## src/ser_pkg.sv

```systemverilog
// Purpose: constants for the status event reporting block
// Assumes: registers are reached by status commands decoded elsewhere into strobes
// Notes: command codes are local numbering of the command strobe port
// How it works
// RULE1: voltage overload raises questionable bit 0 and forces the signal output off.
// RULE2: lost phase lock raises questionable bit 5.
// RULE3: calibration failure, lost memory or unsecured state raises questionable bit 8.
// RULE4: external timebase in use raises questionable bit 9.
// RULE5: unused bits of questionable and standard event registers read as zero.
// RULE6: questionable event bits hold until their query or clear-status.
// RULE7: questionable enable cleared at power-on, by preset, and by writing zero.
// RULE8: enabled questionable event bits summarise into the status byte.
// RULE9: questionable condition is read-only live state; reading clears nothing.
// RULE10: clear-status zeroes all event registers and keeps every enable mask.
// RULE11: operation complete sets standard bit 0 once all work including overlap finished.
// RULE12: query error sets standard bit 2 for its three causes.
// RULE13: device-specific error sets standard bit 3.
// RULE14: execution error sets standard bit 4.
// RULE15: command syntax error sets standard bit 5.
// RULE16: power-up sets standard bit 7 until the register is read or cleared.
// RULE17: standard event query returns contents then clears; clear-status clears too.
// RULE18: standard enable cleared by writing zero, and at power-on only when setting is 1.
// RULE19: status byte query equals serial poll but leaves master summary bit 6.
// RULE20: enabled status bits form bit 6; a rising enabled bit requests service.
// RULE21: service enable survives preset, and power cycles when setting is 0.
// RULE22: enabled standard event bits summarise into the status byte.
// RULE23: questionable summary is status bit 3, standard summary is status bit 5.
// RULE24: event bits latch on condition rise; a set bit ignores further events.
`default_nettype none
package ser_pkg;
  localparam int QW = 16;
  localparam int SW = 8;
  localparam logic [QW-1:0] QUES_USED = 16'h0321;
  localparam logic [SW-1:0] STD_USED = 8'hBD;
  localparam int Q_OVLD = 0;
  localparam int Q_UNLOCK = 5;
  localparam int Q_CAL = 8;
  localparam int Q_EXTREF = 9;
  localparam int S_OPC = 0;
  localparam int S_QERR = 2;
  localparam int S_DEVERR = 3;
  localparam int S_EXEERR = 4;
  localparam int S_CMDERR = 5;
  localparam int S_PWRON = 7;
  localparam int B_ERRQ = 2;
  localparam int B_QUES = 3;
  localparam int B_MAV = 4;
  localparam int B_STD = 5;
  localparam int B_MSS = 6;
  localparam logic [7:0] SRE_USED = 8'hBF;
  localparam logic [QW-1:0] QW_ZERO = 16'h0000;
  localparam logic [SW-1:0] SW_ZERO = 8'h00;
  localparam logic PSC_RESET = 1'b1;
  typedef enum logic [3:0] {
    SER_CMD_NONE      = 4'h0,
    SER_CMD_CLS       = 4'h1,
    SER_CMD_PRESET    = 4'h2,
    SER_CMD_QENAB_WR  = 4'h3,
    SER_CMD_QEVEN_RD  = 4'h4,
    SER_CMD_QCOND_RD  = 4'h5,
    SER_CMD_QENAB_RD  = 4'h6,
    SER_CMD_ESE_WR    = 4'h7,
    SER_CMD_ESE_RD    = 4'h8,
    SER_CMD_ESR_RD    = 4'h9,
    SER_CMD_SRE_WR    = 4'hA,
    SER_CMD_SRE_RD    = 4'hB,
    SER_CMD_STB_RD    = 4'hC,
    SER_CMD_PSC_WR    = 4'hD,
    SER_CMD_PSC_RD    = 4'hE,
    SER_CMD_SPOLL     = 4'hF
  } ser_cmd_t;
  typedef enum logic [1:0] {
    SER_OPC_IDLE = 2'b00,
    SER_OPC_WAIT = 2'b01
  } ser_opc_t;
endpackage
`default_nettype wire

```

## src/ser_status.sv

```systemverilog
// Purpose: status registers, summaries and service request of an instrument
// Assumes: one command strobe per cycle; power-on is i_reset; nonvolatile masks
//   are restored by the caller through i_nv_* at reset release
// Notes: read data appears one cycle after the command, flagged valid for one cycle
`default_nettype none
module ser_status
  import ser_pkg::*;
(
  input wire logic i_clk,
  input wire logic i_reset,
  input wire logic i_ce,
  input wire logic i_cmd_valid,
  input wire ser_pkg::ser_cmd_t i_cmd,
  input wire logic [15:0] i_wdata,
  input wire logic i_volt_overload,
  input wire logic i_pll_unlocked,
  input wire logic i_cal_failed,
  input wire logic i_cal_mem_lost,
  input wire logic i_cal_unsecured,
  input wire logic i_ext_ref_used,
  input wire logic i_opc_pending_done,
  input wire logic i_qerr_empty_read,
  input wire logic i_qerr_unread_query,
  input wire logic i_qerr_buffers_full,
  input wire logic i_device_error,
  input wire logic i_exec_error,
  input wire logic i_syntax_error,
  input wire logic i_error_queue_nonempty,
  input wire logic i_message_available,
  input wire logic [7:0] i_nv_sre,
  input wire logic [7:0] i_nv_ese,
  input wire logic i_nv_psc,
  output logic o_output_disable,
  output logic o_srq,
  output logic [7:0] o_nv_sre,
  output logic o_nv_psc,
  output logic o_rd_valid,
  output logic [15:0] o_rd_data
);
  logic [QW-1:0] qcond;
  logic [QW-1:0] qcond_prev_q;
  logic [QW-1:0] qevent_q, qevent_d;
  logic [QW-1:0] qenable_q;
  logic [SW-1:0] sevent_q, sevent_d;
  logic [SW-1:0] senable_q;
  logic [7:0] sre_q;
  logic psc_q;
  logic rqs_q;
  logic out_dis_q;
  logic load_q;
  ser_opc_t opc_q;
  logic [15:0] rd_q;
  logic rdv_q;
  logic [7:0] stb_prev_q;

  wire logic cmd_cls = i_cmd_valid && i_cmd == SER_CMD_CLS;
  wire logic cmd_pre = i_cmd_valid && i_cmd == SER_CMD_PRESET;
  wire logic cmd_qrd = i_cmd_valid && i_cmd == SER_CMD_QEVEN_RD;
  wire logic cmd_esr = i_cmd_valid && i_cmd == SER_CMD_ESR_RD;
  wire logic cmd_opc_set = i_cmd_valid && i_cmd == SER_CMD_NONE;
  wire logic cmd_poll = i_cmd_valid && i_cmd == SER_CMD_SPOLL;
  wire logic cmd_rd = i_cmd_valid && (i_cmd == SER_CMD_QEVEN_RD || i_cmd == SER_CMD_QCOND_RD
    || i_cmd == SER_CMD_QENAB_RD || i_cmd == SER_CMD_ESE_RD || i_cmd == SER_CMD_ESR_RD
    || i_cmd == SER_CMD_SRE_RD || i_cmd == SER_CMD_STB_RD || i_cmd == SER_CMD_PSC_RD
    || i_cmd == SER_CMD_SPOLL);

  // live condition; unused positions are tied low
  always_comb begin
    qcond = QW_ZERO;
    qcond[Q_OVLD] = i_volt_overload; // RULE1
    qcond[Q_UNLOCK] = i_pll_unlocked; // RULE2
    qcond[Q_CAL] = i_cal_failed | i_cal_mem_lost | i_cal_unsecured; // RULE3
    qcond[Q_EXTREF] = i_ext_ref_used; // RULE4
  end

  // rising condition edges; set wins over a same-cycle clear
  wire logic [QW-1:0] qrise = qcond & ~qcond_prev_q & QUES_USED; // RULE24 RULE5
  always_comb begin
    qevent_d = qevent_q;
    if (cmd_cls || cmd_qrd) begin
      qevent_d = QW_ZERO; // RULE6 RULE10
    end
    qevent_d = qevent_d | qrise; // RULE24
  end

  // operation complete: armed by the command, fires once pending work is done
  wire logic opc_fire = (opc_q == SER_OPC_WAIT) && i_opc_pending_done && !cmd_cls; // RULE11

  logic [SW-1:0] sset;
  always_comb begin
    sset = SW_ZERO;
    sset[S_OPC] = opc_fire; // RULE11
    sset[S_QERR] = i_qerr_empty_read | i_qerr_unread_query | i_qerr_buffers_full; // RULE12
    sset[S_DEVERR] = i_device_error; // RULE13
    sset[S_EXEERR] = i_exec_error; // RULE14
    sset[S_CMDERR] = i_syntax_error; // RULE15
    sset[S_PWRON] = load_q; // RULE16
  end

  always_comb begin
    sevent_d = sevent_q;
    if (cmd_cls || cmd_esr) begin
      sevent_d = SW_ZERO; // RULE17 RULE10
    end
    sevent_d = (sevent_d | sset) & STD_USED; // RULE5
  end

  wire logic ques_sum = |(qevent_q & qenable_q); // RULE8
  wire logic std_sum = |(sevent_q & senable_q); // RULE22
  logic [7:0] stb_base;
  always_comb begin
    stb_base = 8'h00;
    stb_base[B_ERRQ] = i_error_queue_nonempty;
    stb_base[B_QUES] = ques_sum; // RULE23
    stb_base[B_MAV] = i_message_available;
    stb_base[B_STD] = std_sum; // RULE23
  end
  wire logic mss = |(stb_base & sre_q & SRE_USED); // RULE20
  wire logic [7:0] stb_query = stb_base | (8'h01 << B_MSS) & {8{mss}}; // RULE19
  wire logic [7:0] stb_poll = stb_base | (8'h01 << B_MSS) & {8{rqs_q}};
  wire logic [7:0] sel_now = stb_base & sre_q;
  wire logic srq_rise = |(sel_now & ~stb_prev_q); // RULE20

  logic [15:0] rd_mux;
  always_comb begin
    case (i_cmd)
      SER_CMD_QEVEN_RD: rd_mux = qevent_q;
      SER_CMD_QCOND_RD: rd_mux = qcond; // RULE9
      SER_CMD_QENAB_RD: rd_mux = qenable_q;
      SER_CMD_ESE_RD: rd_mux = {8'h00, senable_q};
      SER_CMD_ESR_RD: rd_mux = {8'h00, sevent_q}; // RULE17
      SER_CMD_SRE_RD: rd_mux = {8'h00, sre_q};
      SER_CMD_STB_RD: rd_mux = {8'h00, stb_query}; // RULE19
      SER_CMD_PSC_RD: rd_mux = {15'h0000, psc_q};
      SER_CMD_SPOLL: rd_mux = {8'h00, stb_poll};
      default: rd_mux = 16'h0000;
    endcase
  end

  // read answer is registered: it stands one cycle after the command that asked for it
  always_ff @(posedge i_clk or posedge i_reset) begin
    if (i_reset) begin
      qcond_prev_q <= QW_ZERO;
      qevent_q <= QW_ZERO;
      sevent_q <= SW_ZERO;
      qenable_q <= QW_ZERO; // RULE7
      load_q <= 1'b1;
      rd_q <= 16'h0000;
      rdv_q <= 1'b0;
    end else if (i_ce) begin
      load_q <= 1'b0;
      qcond_prev_q <= qcond;
      qevent_q <= qevent_d;
      sevent_q <= sevent_d;
      if (cmd_pre) begin
        qenable_q <= QW_ZERO; // RULE7
      end else if (i_cmd_valid && i_cmd == SER_CMD_QENAB_WR) begin
        qenable_q <= i_wdata & QUES_USED; // RULE7 RULE5
      end
      rdv_q <= cmd_rd;
      if (cmd_rd) begin
        rd_q <= rd_mux;
      end
    end
  end

  // masks under power-on clear: at release, restored from nonvolatile copy when the setting is 0, zeroed when it is 1
  always_ff @(posedge i_clk or posedge i_reset) begin
    if (i_reset) begin
      senable_q <= SW_ZERO;
      sre_q <= 8'h00;
      psc_q <= PSC_RESET;
    end else if (i_ce) begin
      if (load_q) begin
        psc_q <= i_nv_psc;
        senable_q <= i_nv_psc ? SW_ZERO : i_nv_ese; // RULE18
        sre_q <= i_nv_psc ? 8'h00 : (i_nv_sre & SRE_USED); // RULE21
      end else begin
        if (i_cmd_valid && i_cmd == SER_CMD_ESE_WR) begin
          senable_q <= i_wdata[SW-1:0] & STD_USED; // RULE18
        end
        if (i_cmd_valid && i_cmd == SER_CMD_SRE_WR) begin
          sre_q <= i_wdata[7:0] & SRE_USED; // RULE21
        end
        if (i_cmd_valid && i_cmd == SER_CMD_PSC_WR) begin
          psc_q <= i_wdata[0];
        end
      end
    end
  end

  always_ff @(posedge i_clk or posedge i_reset) begin
    if (i_reset) begin
      opc_q <= SER_OPC_IDLE;
      rqs_q <= 1'b0;
      stb_prev_q <= 8'h00;
      out_dis_q <= 1'b0;
    end else if (i_ce) begin
      stb_prev_q <= sel_now;
      case (opc_q)
        SER_OPC_IDLE: begin
          if (cmd_opc_set) begin
            opc_q <= SER_OPC_WAIT;
          end
        end
        SER_OPC_WAIT: begin
          if (cmd_cls || opc_fire) begin
            opc_q <= SER_OPC_IDLE; // RULE11
          end
        end
        default: opc_q <= SER_OPC_IDLE;
      endcase
      // a fresh rise only: a standing summary must not re-request after a poll
      if (srq_rise) begin
        rqs_q <= 1'b1; // RULE20
      end else if (cmd_poll || !mss) begin
        rqs_q <= 1'b0;
      end
      // output stays off until clear-status, so a brief overload cannot go unnoticed
      if (i_volt_overload) begin
        out_dis_q <= 1'b1; // RULE1
      end else if (i_cmd_valid && i_cmd == SER_CMD_CLS) begin
        out_dis_q <= 1'b0;
      end
    end
  end

  assign o_output_disable = out_dis_q;
  assign o_srq = rqs_q;
  assign o_nv_sre = sre_q;
  assign o_nv_psc = psc_q;
  assign o_rd_valid = rdv_q;
  assign o_rd_data = rd_q;
endmodule
`default_nettype wire

```

## config.mk

```make
export PLATFORM = sky130hd
export DESIGN_NAME = ser_status
export DESIGN_NICKNAME = d
export VERILOG_FILES = /design/src/ser_pkg.sv /design/src/ser_status.sv
export SDC_FILE = /design/constraint.sdc
export NUM_CORES = 1
export LEC_CHECK = 0
export ABC_AREA = 1
export BUFFER_PORTS_ARGS = -buffer_cell sky130_fd_sc_hd__buf_4
export CORE_MARGIN = 1
export CORE_UTILIZATION = 40
export CTS_CLUSTER_DIAMETER = 100
export DETAILED_ROUTE_END_ITERATION = 6
export PLACE_DENSITY = 0.71
export SLEW_MARGIN = 20
export SYNTH_ARGS = -nofsm -noshare
export SYNTH_HDL_FRONTEND = slang
export SYNTH_SLANG_ARGS = --single-unit
```

## constraint.sdc

```tcl
create_clock -name i_clk -period 1.7 [get_ports i_clk]
set_clock_uncertainty 0.05 [all_clocks]
set_input_delay 0.255 -clock i_clk [delete_from_list [all_inputs] [get_ports i_clk]]
set_output_delay 0.255 -clock i_clk [all_outputs]
set_load 0.05 [all_outputs]
```

# [Word-level counts from Yosys, hierarchy flattened]
# Index checks and enable logic that the tools add are counted.
# Widths: inputs -> output; s select.
[totals] ff_bits=89 input_bits=56 wordCells=114 output_inout_bits=28
[op_classes] mux=20 eq_ne=18 n_bitwise=15 n_reduce_logical=47
[op_table] cell="$pmux 16 s9" count=1
[op_table] cell="$mux 8" count=7
[op_table] cell="$mux 16" count=3
[op_table] cell="$eq 4x4->1 const B" count=8
[op_table] cell="$and 16x16->16" count=1
[op_table] cell="$and 8x8->8" count=2
[op_table] cell="$eq 4x3->1 const B" count=4
[op_table] cell="$or 16x10->16" count=1
[op_table] cell="$reduce_or 16->1" count=1
[op_table] cell="$reduce_or 8->1" count=2
[op_table] cell="$or 6x7->7" count=2
[op_table] cell="$reduce_and 2->1" count=7
[op_table] cell="$logic_and 1x1->1" count=13
[op_table] cell="$logic_or 1x1->1" count=12
[op_table] cell="$reduce_bool 2->1" count=6
[op_table] cell="$and 10x10->10" count=1
[op_table] cell="$not 10->10" count=1
[op_table] cell="$and 6x8->8" count=1
[op_table] cell="$eq 4x2->1 const B" count=2
[op_table] cell="$not 8->8" count=1
[op_table] cell="$or 8x8->8" count=1
[op_table] cell="$reduce_or 7->1" count=1
[op_table] cell="$mux 1" count=6
[op_table] cell="$eq 4x1->1 const B" count=1
[op_table] cell="other kinds (10)" count=15

# [Longest topological paths before layout]
[depth] ltp_word=11 depth_mapped=11 mapped_depth_nobuf=11

# [Worst setup path before layout]
# No wires, ideal clock.
[synth_timing] path_kind="register to register" from="register load_q" to="register senable_q[5]" n_path_buf=1 arrival_ns=1.192 required_time_ns=1.567 slack_ns=0.376 setup_time_ns=0.083 synth_period_minus_slack_ns=1.324 stages_incl_launch_ff=8 cell_sequence="dfstp_2 inv_1 nor2_2 buf_2 nand2_1 o21ai_0 nand2_1 o21ai_0"
[synth_via] elab_chain_len=2 elab_cells_between_ends=3 classes_between="mux: 1; reduce/logical: 2"
[synth_rtl] item="start: declaration" line_no="ser_status.sv:50" text="logic load_q;"
[synth_rtl] item="start signal: assignment" line_no="ser_status.sv:147" text="load_q <= 1'b1;"
[synth_rtl] item="start signal: assignment" line_no="ser_status.sv:151" text="load_q <= 1'b0;"
[synth_rtl] item="$reduce_bool 2->1 (no source line)"
[synth_rtl] item="$reduce_and 2->1 (no source line)"
[synth_rtl] item="end signal: assignment" line_no="ser_status.sv:176" text="senable_q <= i_nv_psc ? SW_ZERO : i_nv_ese;"
[synth_rtl] item="end signal: assignment" line_no="ser_status.sv:180" text="senable_q <= i_wdata[SW-1:0] & STD_USED;"
[synth_rtl] item="end: declaration" line_no="ser_status.sv:45" text="logic [SW-1:0] senable_q;"
# Several ways; a longest one is shown, not always the timed one.
# A chain may end at the register's enable or synchronous reset.

# [Final worst setup path]
[layout_timing] from="register load_q" to="register sre_q[2], in the netlist o_nv_sre[2]"
[layout_via] elab_chain_len=2 elab_cells_between_ends=3 classes_between="mux: 1; reduce/logical: 2"
[layout_rtl] item="$reduce_bool 2->1 (no source line)"
[layout_rtl] item="$reduce_and 2->1 (no source line)"
[layout_rtl] item="end signal: assignment" line_no="ser_status.sv:177" text="sre_q <= i_nv_psc ? 8'h00 : (i_nv_sre & SRE_USED);"
[layout_rtl] item="end signal: assignment" line_no="ser_status.sv:183" text="sre_q <= i_wdata[7:0] & SRE_USED;"
[layout_rtl] item="end: declaration" line_no="ser_status.sv:46" text="logic [7:0] sre_q;"
# Several ways; a longest one is shown, not always the timed one.

==> impl_metrics.csv <==
group,metric,value,unit
placement,io_buffers,68,
placement,place_area,3470,um^2
cells_and_area,syn_to_final_growth,25.2,%
synth,syn_inst,384,
placement,dp_slack,0.174,ns
die,die_w,86.4,um
timing,tns,0,ns
drt,dr.first_iter.drc_count,158,
flow_run,cap_violations,0,
power_and_ir_drop,p_leak,1.86,nW
synth,yosys.cell_types.count,33,
cells_and_area,fillCellCount,699,
cts,clk_latency,0.31,ns
synth,yosysSeqAreaShare,0.466,
drt,remaining_drc_errors,0,
drt,wl_per_cell,12.6,um
worst_setup_path,crit_required,1.88,ns
power_and_ir_drop,power,3.44,mW
cells_and_area,utilization,0.523,
cts,cts_hold_buf,1,
synth,ys_ff_latch,53,
global_route,antenna_found_initial,0,
die,ios,84,
global_route,grt_pass1_vias,2388,
placement,gp_congestion,0.904,
drt,num_vias,2655,
cells_and_area,drive_above_1_share,0.224,
drt,drt-pass1-iter-count,5,
global_route,grt_pass1_wl,11500,um
cts,ctsHtreeMaxLevel,2,
worst_setup_path,crit_type,"flip-flop to flip-flop",
die,num_rows,30,
cells_and_area,final_cell_mix,"147 x nand2_1, 75 x buf_4, 51 x dfrtp_1, 43 x o21ai_0, 38 x inv_1",
drt,drtAntennaViolNets,0,
worst_setup_path,arrival,1.69,ns
timing,finalCritPeriodShare,0.888,
cts,ctsRootBufferMaster,"clkbuf_8",
timing,finalSetupViolations,0,
drt,viasPerCell,4.78,
synth,yosys_warnings,0,
global_route,grt_max_degree,54,
outcome,outcome,"completed",
cts,post_cts.repair.setup_buffers,0,
cts,clock_path_buffers,2,
drt,wirelength,6980,um
power_and_ir_drop,vdd_drop_max,474,uV
cells_and_area,layout.nets,515,
worst_setup_path,cp_max_fo,10,
cells_and_area,multiInputGateArea,1260,um^2
cts,cts_tree,"yes",
cells_and_area,ff_latch_area,1330,um^2
timing,rsz0062_at_grt,"false",
synth,syn_area_per_cell,7.42,um^2
cells_and_area,final_common_cell,"nand2_1",
cts,cts_resized,0,
timing,worst_slack,0.191,ns
global_route,grt_use_total,0.202,
timing,max_freq,663,MHz
timing,timing.final.max_slew_violations,0,
cts,numCtsBuffers,5,
cts,path_clk_slew,0.09,ns
timing,finalHoldViolations,0,
worst_setup_path,worst_setup_path_start_kind,"flip-flop",
die,initial_utilization,0.417,
die,die_h,86.4,um
timing,fin_crit,1.51,ns
worst_setup_path,endpoint_kind,"flip-flop",
worst_hold_path,hp-class,"primary input to flip-flop",
power_and_ir_drop,powerDensity,964,nW/um^2
global_route,grt_overflow,0,
placement,post-dp-hpwl,5490,um
cells_and_area,antenna_cells,0,
die,dieArea,7470,um^2
synth,synth_area,2850,um^2
die,fp.coreArea,6830,um^2
cells_and_area,fin_area,3570,um^2
cts,clock-sinks,53,
area by class of cell:
cell class / instances / area share
repair buffers: 77 / 0.166
inverters: 45 / 0.0484
well taps: 96 / 0.0336
multi-input cells: 277 / 0.354
clock buffers: 8 / 0.0252
flip-flops and latches: 53 / 0.372
flip-flops by register name, indices dropped and copies added (netlist names):
name / cells
qenable_q: 4
o_rd_data: 10
o_nv_sre: 7
o_rd_valid: 1
load_q: 1
senable_q: 8
o_output_disable: 1
o_srq: 1
stb_prev_q: 4
sevent_q: 6
qevent_q: 4
o_nv_psc: 1
qcond_prev_q: 4
opc_q: 1
power breakdown:
group	leakage, nW	switching [mW]	internal (mW)	total, mW
logic	1.19	0.728	0.363	1.09
registers	0.628	0.153	1.47	1.62
clock network	0.0455	0.395	0.333	0.727
layer usage:
metal | track usage | share of wire
met5 | 0 | 0
met4 | 0.0652 | 0.014
met3 | 0.0400 | 0.053
met2 | 0.315 | 0.47
met1 | 0.283 | 0.46
final timing paths:
kind | to | slack [ns] | cells past startpoint | start
setup / recovery | o_nv_sre[2]$_DFFE_PP0P_ | 0.19 | 7 | load_q$_DFFE_PP1P_
hold / removal | sevent_q[3]$_DFFE_PP0P_ | 0.11 | 3 | i_device_error
setup reg to reg | o_nv_sre[2]$_DFFE_PP0P_ | 0.19 | 7 | load_q$_DFFE_PP1P_
hold reg to reg | qevent_q[5]$_DFFE_PP0P_ | 0.39 | 1 | qcond_prev_q[5]$_DFFE_PP0P_
max in group asynchronous | load_q$_DFFE_PP1P_ | 0.80 | 4 | i_reset
min in group asynchronous | o_rd_data[0]$_DFFE_PP0P_ | 0.50 | 4 | i_reset
kinds of logic after synthesis:
kind of cell,share of synthesized area
AND/OR/NAND/NOR,0.291
AO/OA/AOI/OAI,0.144
buffers and inverters,0.0979
flip-flops,0.466
other,0.00132
cell usage after synthesis:
| master | count | area (um^2) |
|---|---|---|
| dfstp_2 | 2 | 52.6 |
| nor2_2 | 1 | 6.26 |
| buf_6 | 2 | 22.5 |
| conb_1 | 1 | 3.75 |
| o22ai_1 | 3 | 18.8 |
| o21ai_1 | 9 | 45.0 |
| inv_1 | 39 | 146 |
| o31ai_4 | 2 | 42.5 |
| nand4_1 | 2 | 12.5 |
| buf_2 | 1 | 5.00 |
| o21a_1 | 1 | 7.51 |
| a21oi_1 | 5 | 25.0 |
| a22o_1 | 3 | 26.3 |
| nor2_1 | 23 | 86.3 |
| o31ai_1 | 1 | 7.51 |
| nand3_1 | 16 | 80.1 |
| a31oi_1 | 1 | 6.26 |
| nor2_4 | 1 | 11.3 |
| nand2_1 | 147 | 552 |
| nand2_4 | 2 | 22.5 |
| nor3_1 | 1 | 5.00 |
| nand2_2 | 5 | 31.3 |
| nor3b_1 | 1 | 7.51 |
| or3_1 | 1 | 6.26 |
| inv_2 | 4 | 15.0 |
| clkinv_2 | 1 | 5.00 |
| inv_4 | 1 | 6.26 |
| nand3b_1 | 1 | 7.51 |
| buf_4 | 9 | 67.6 |
| o21ai_0 | 43 | 215 |
| clkbuf_1 | 3 | 11.3 |
| dfrtp_1 | 51 | 1280 |
| o21ai_4 | 1 | 16.3 |
per-stage QoR:
step	hold WS (ns)	std cells
2_1_floorplan	0.326	390
3_3_place_gp	0.281	547
3_5_place_dp	0.284	547
4_1_cts	0.112	556
5_1_grt	0.119	556
6_report	0.115	556
critical path, stage by stage, from the launching register on:
cell and delay (ns):
dfstp_2 0.60, inv_1 0.09, nor2_2 0.19, buf_4 0.20
nand2_1 0.06, o21ai_0 0.09, nand2_1 0.08, o21ai_0 0.07
Power figures use the tool's default switching activity.
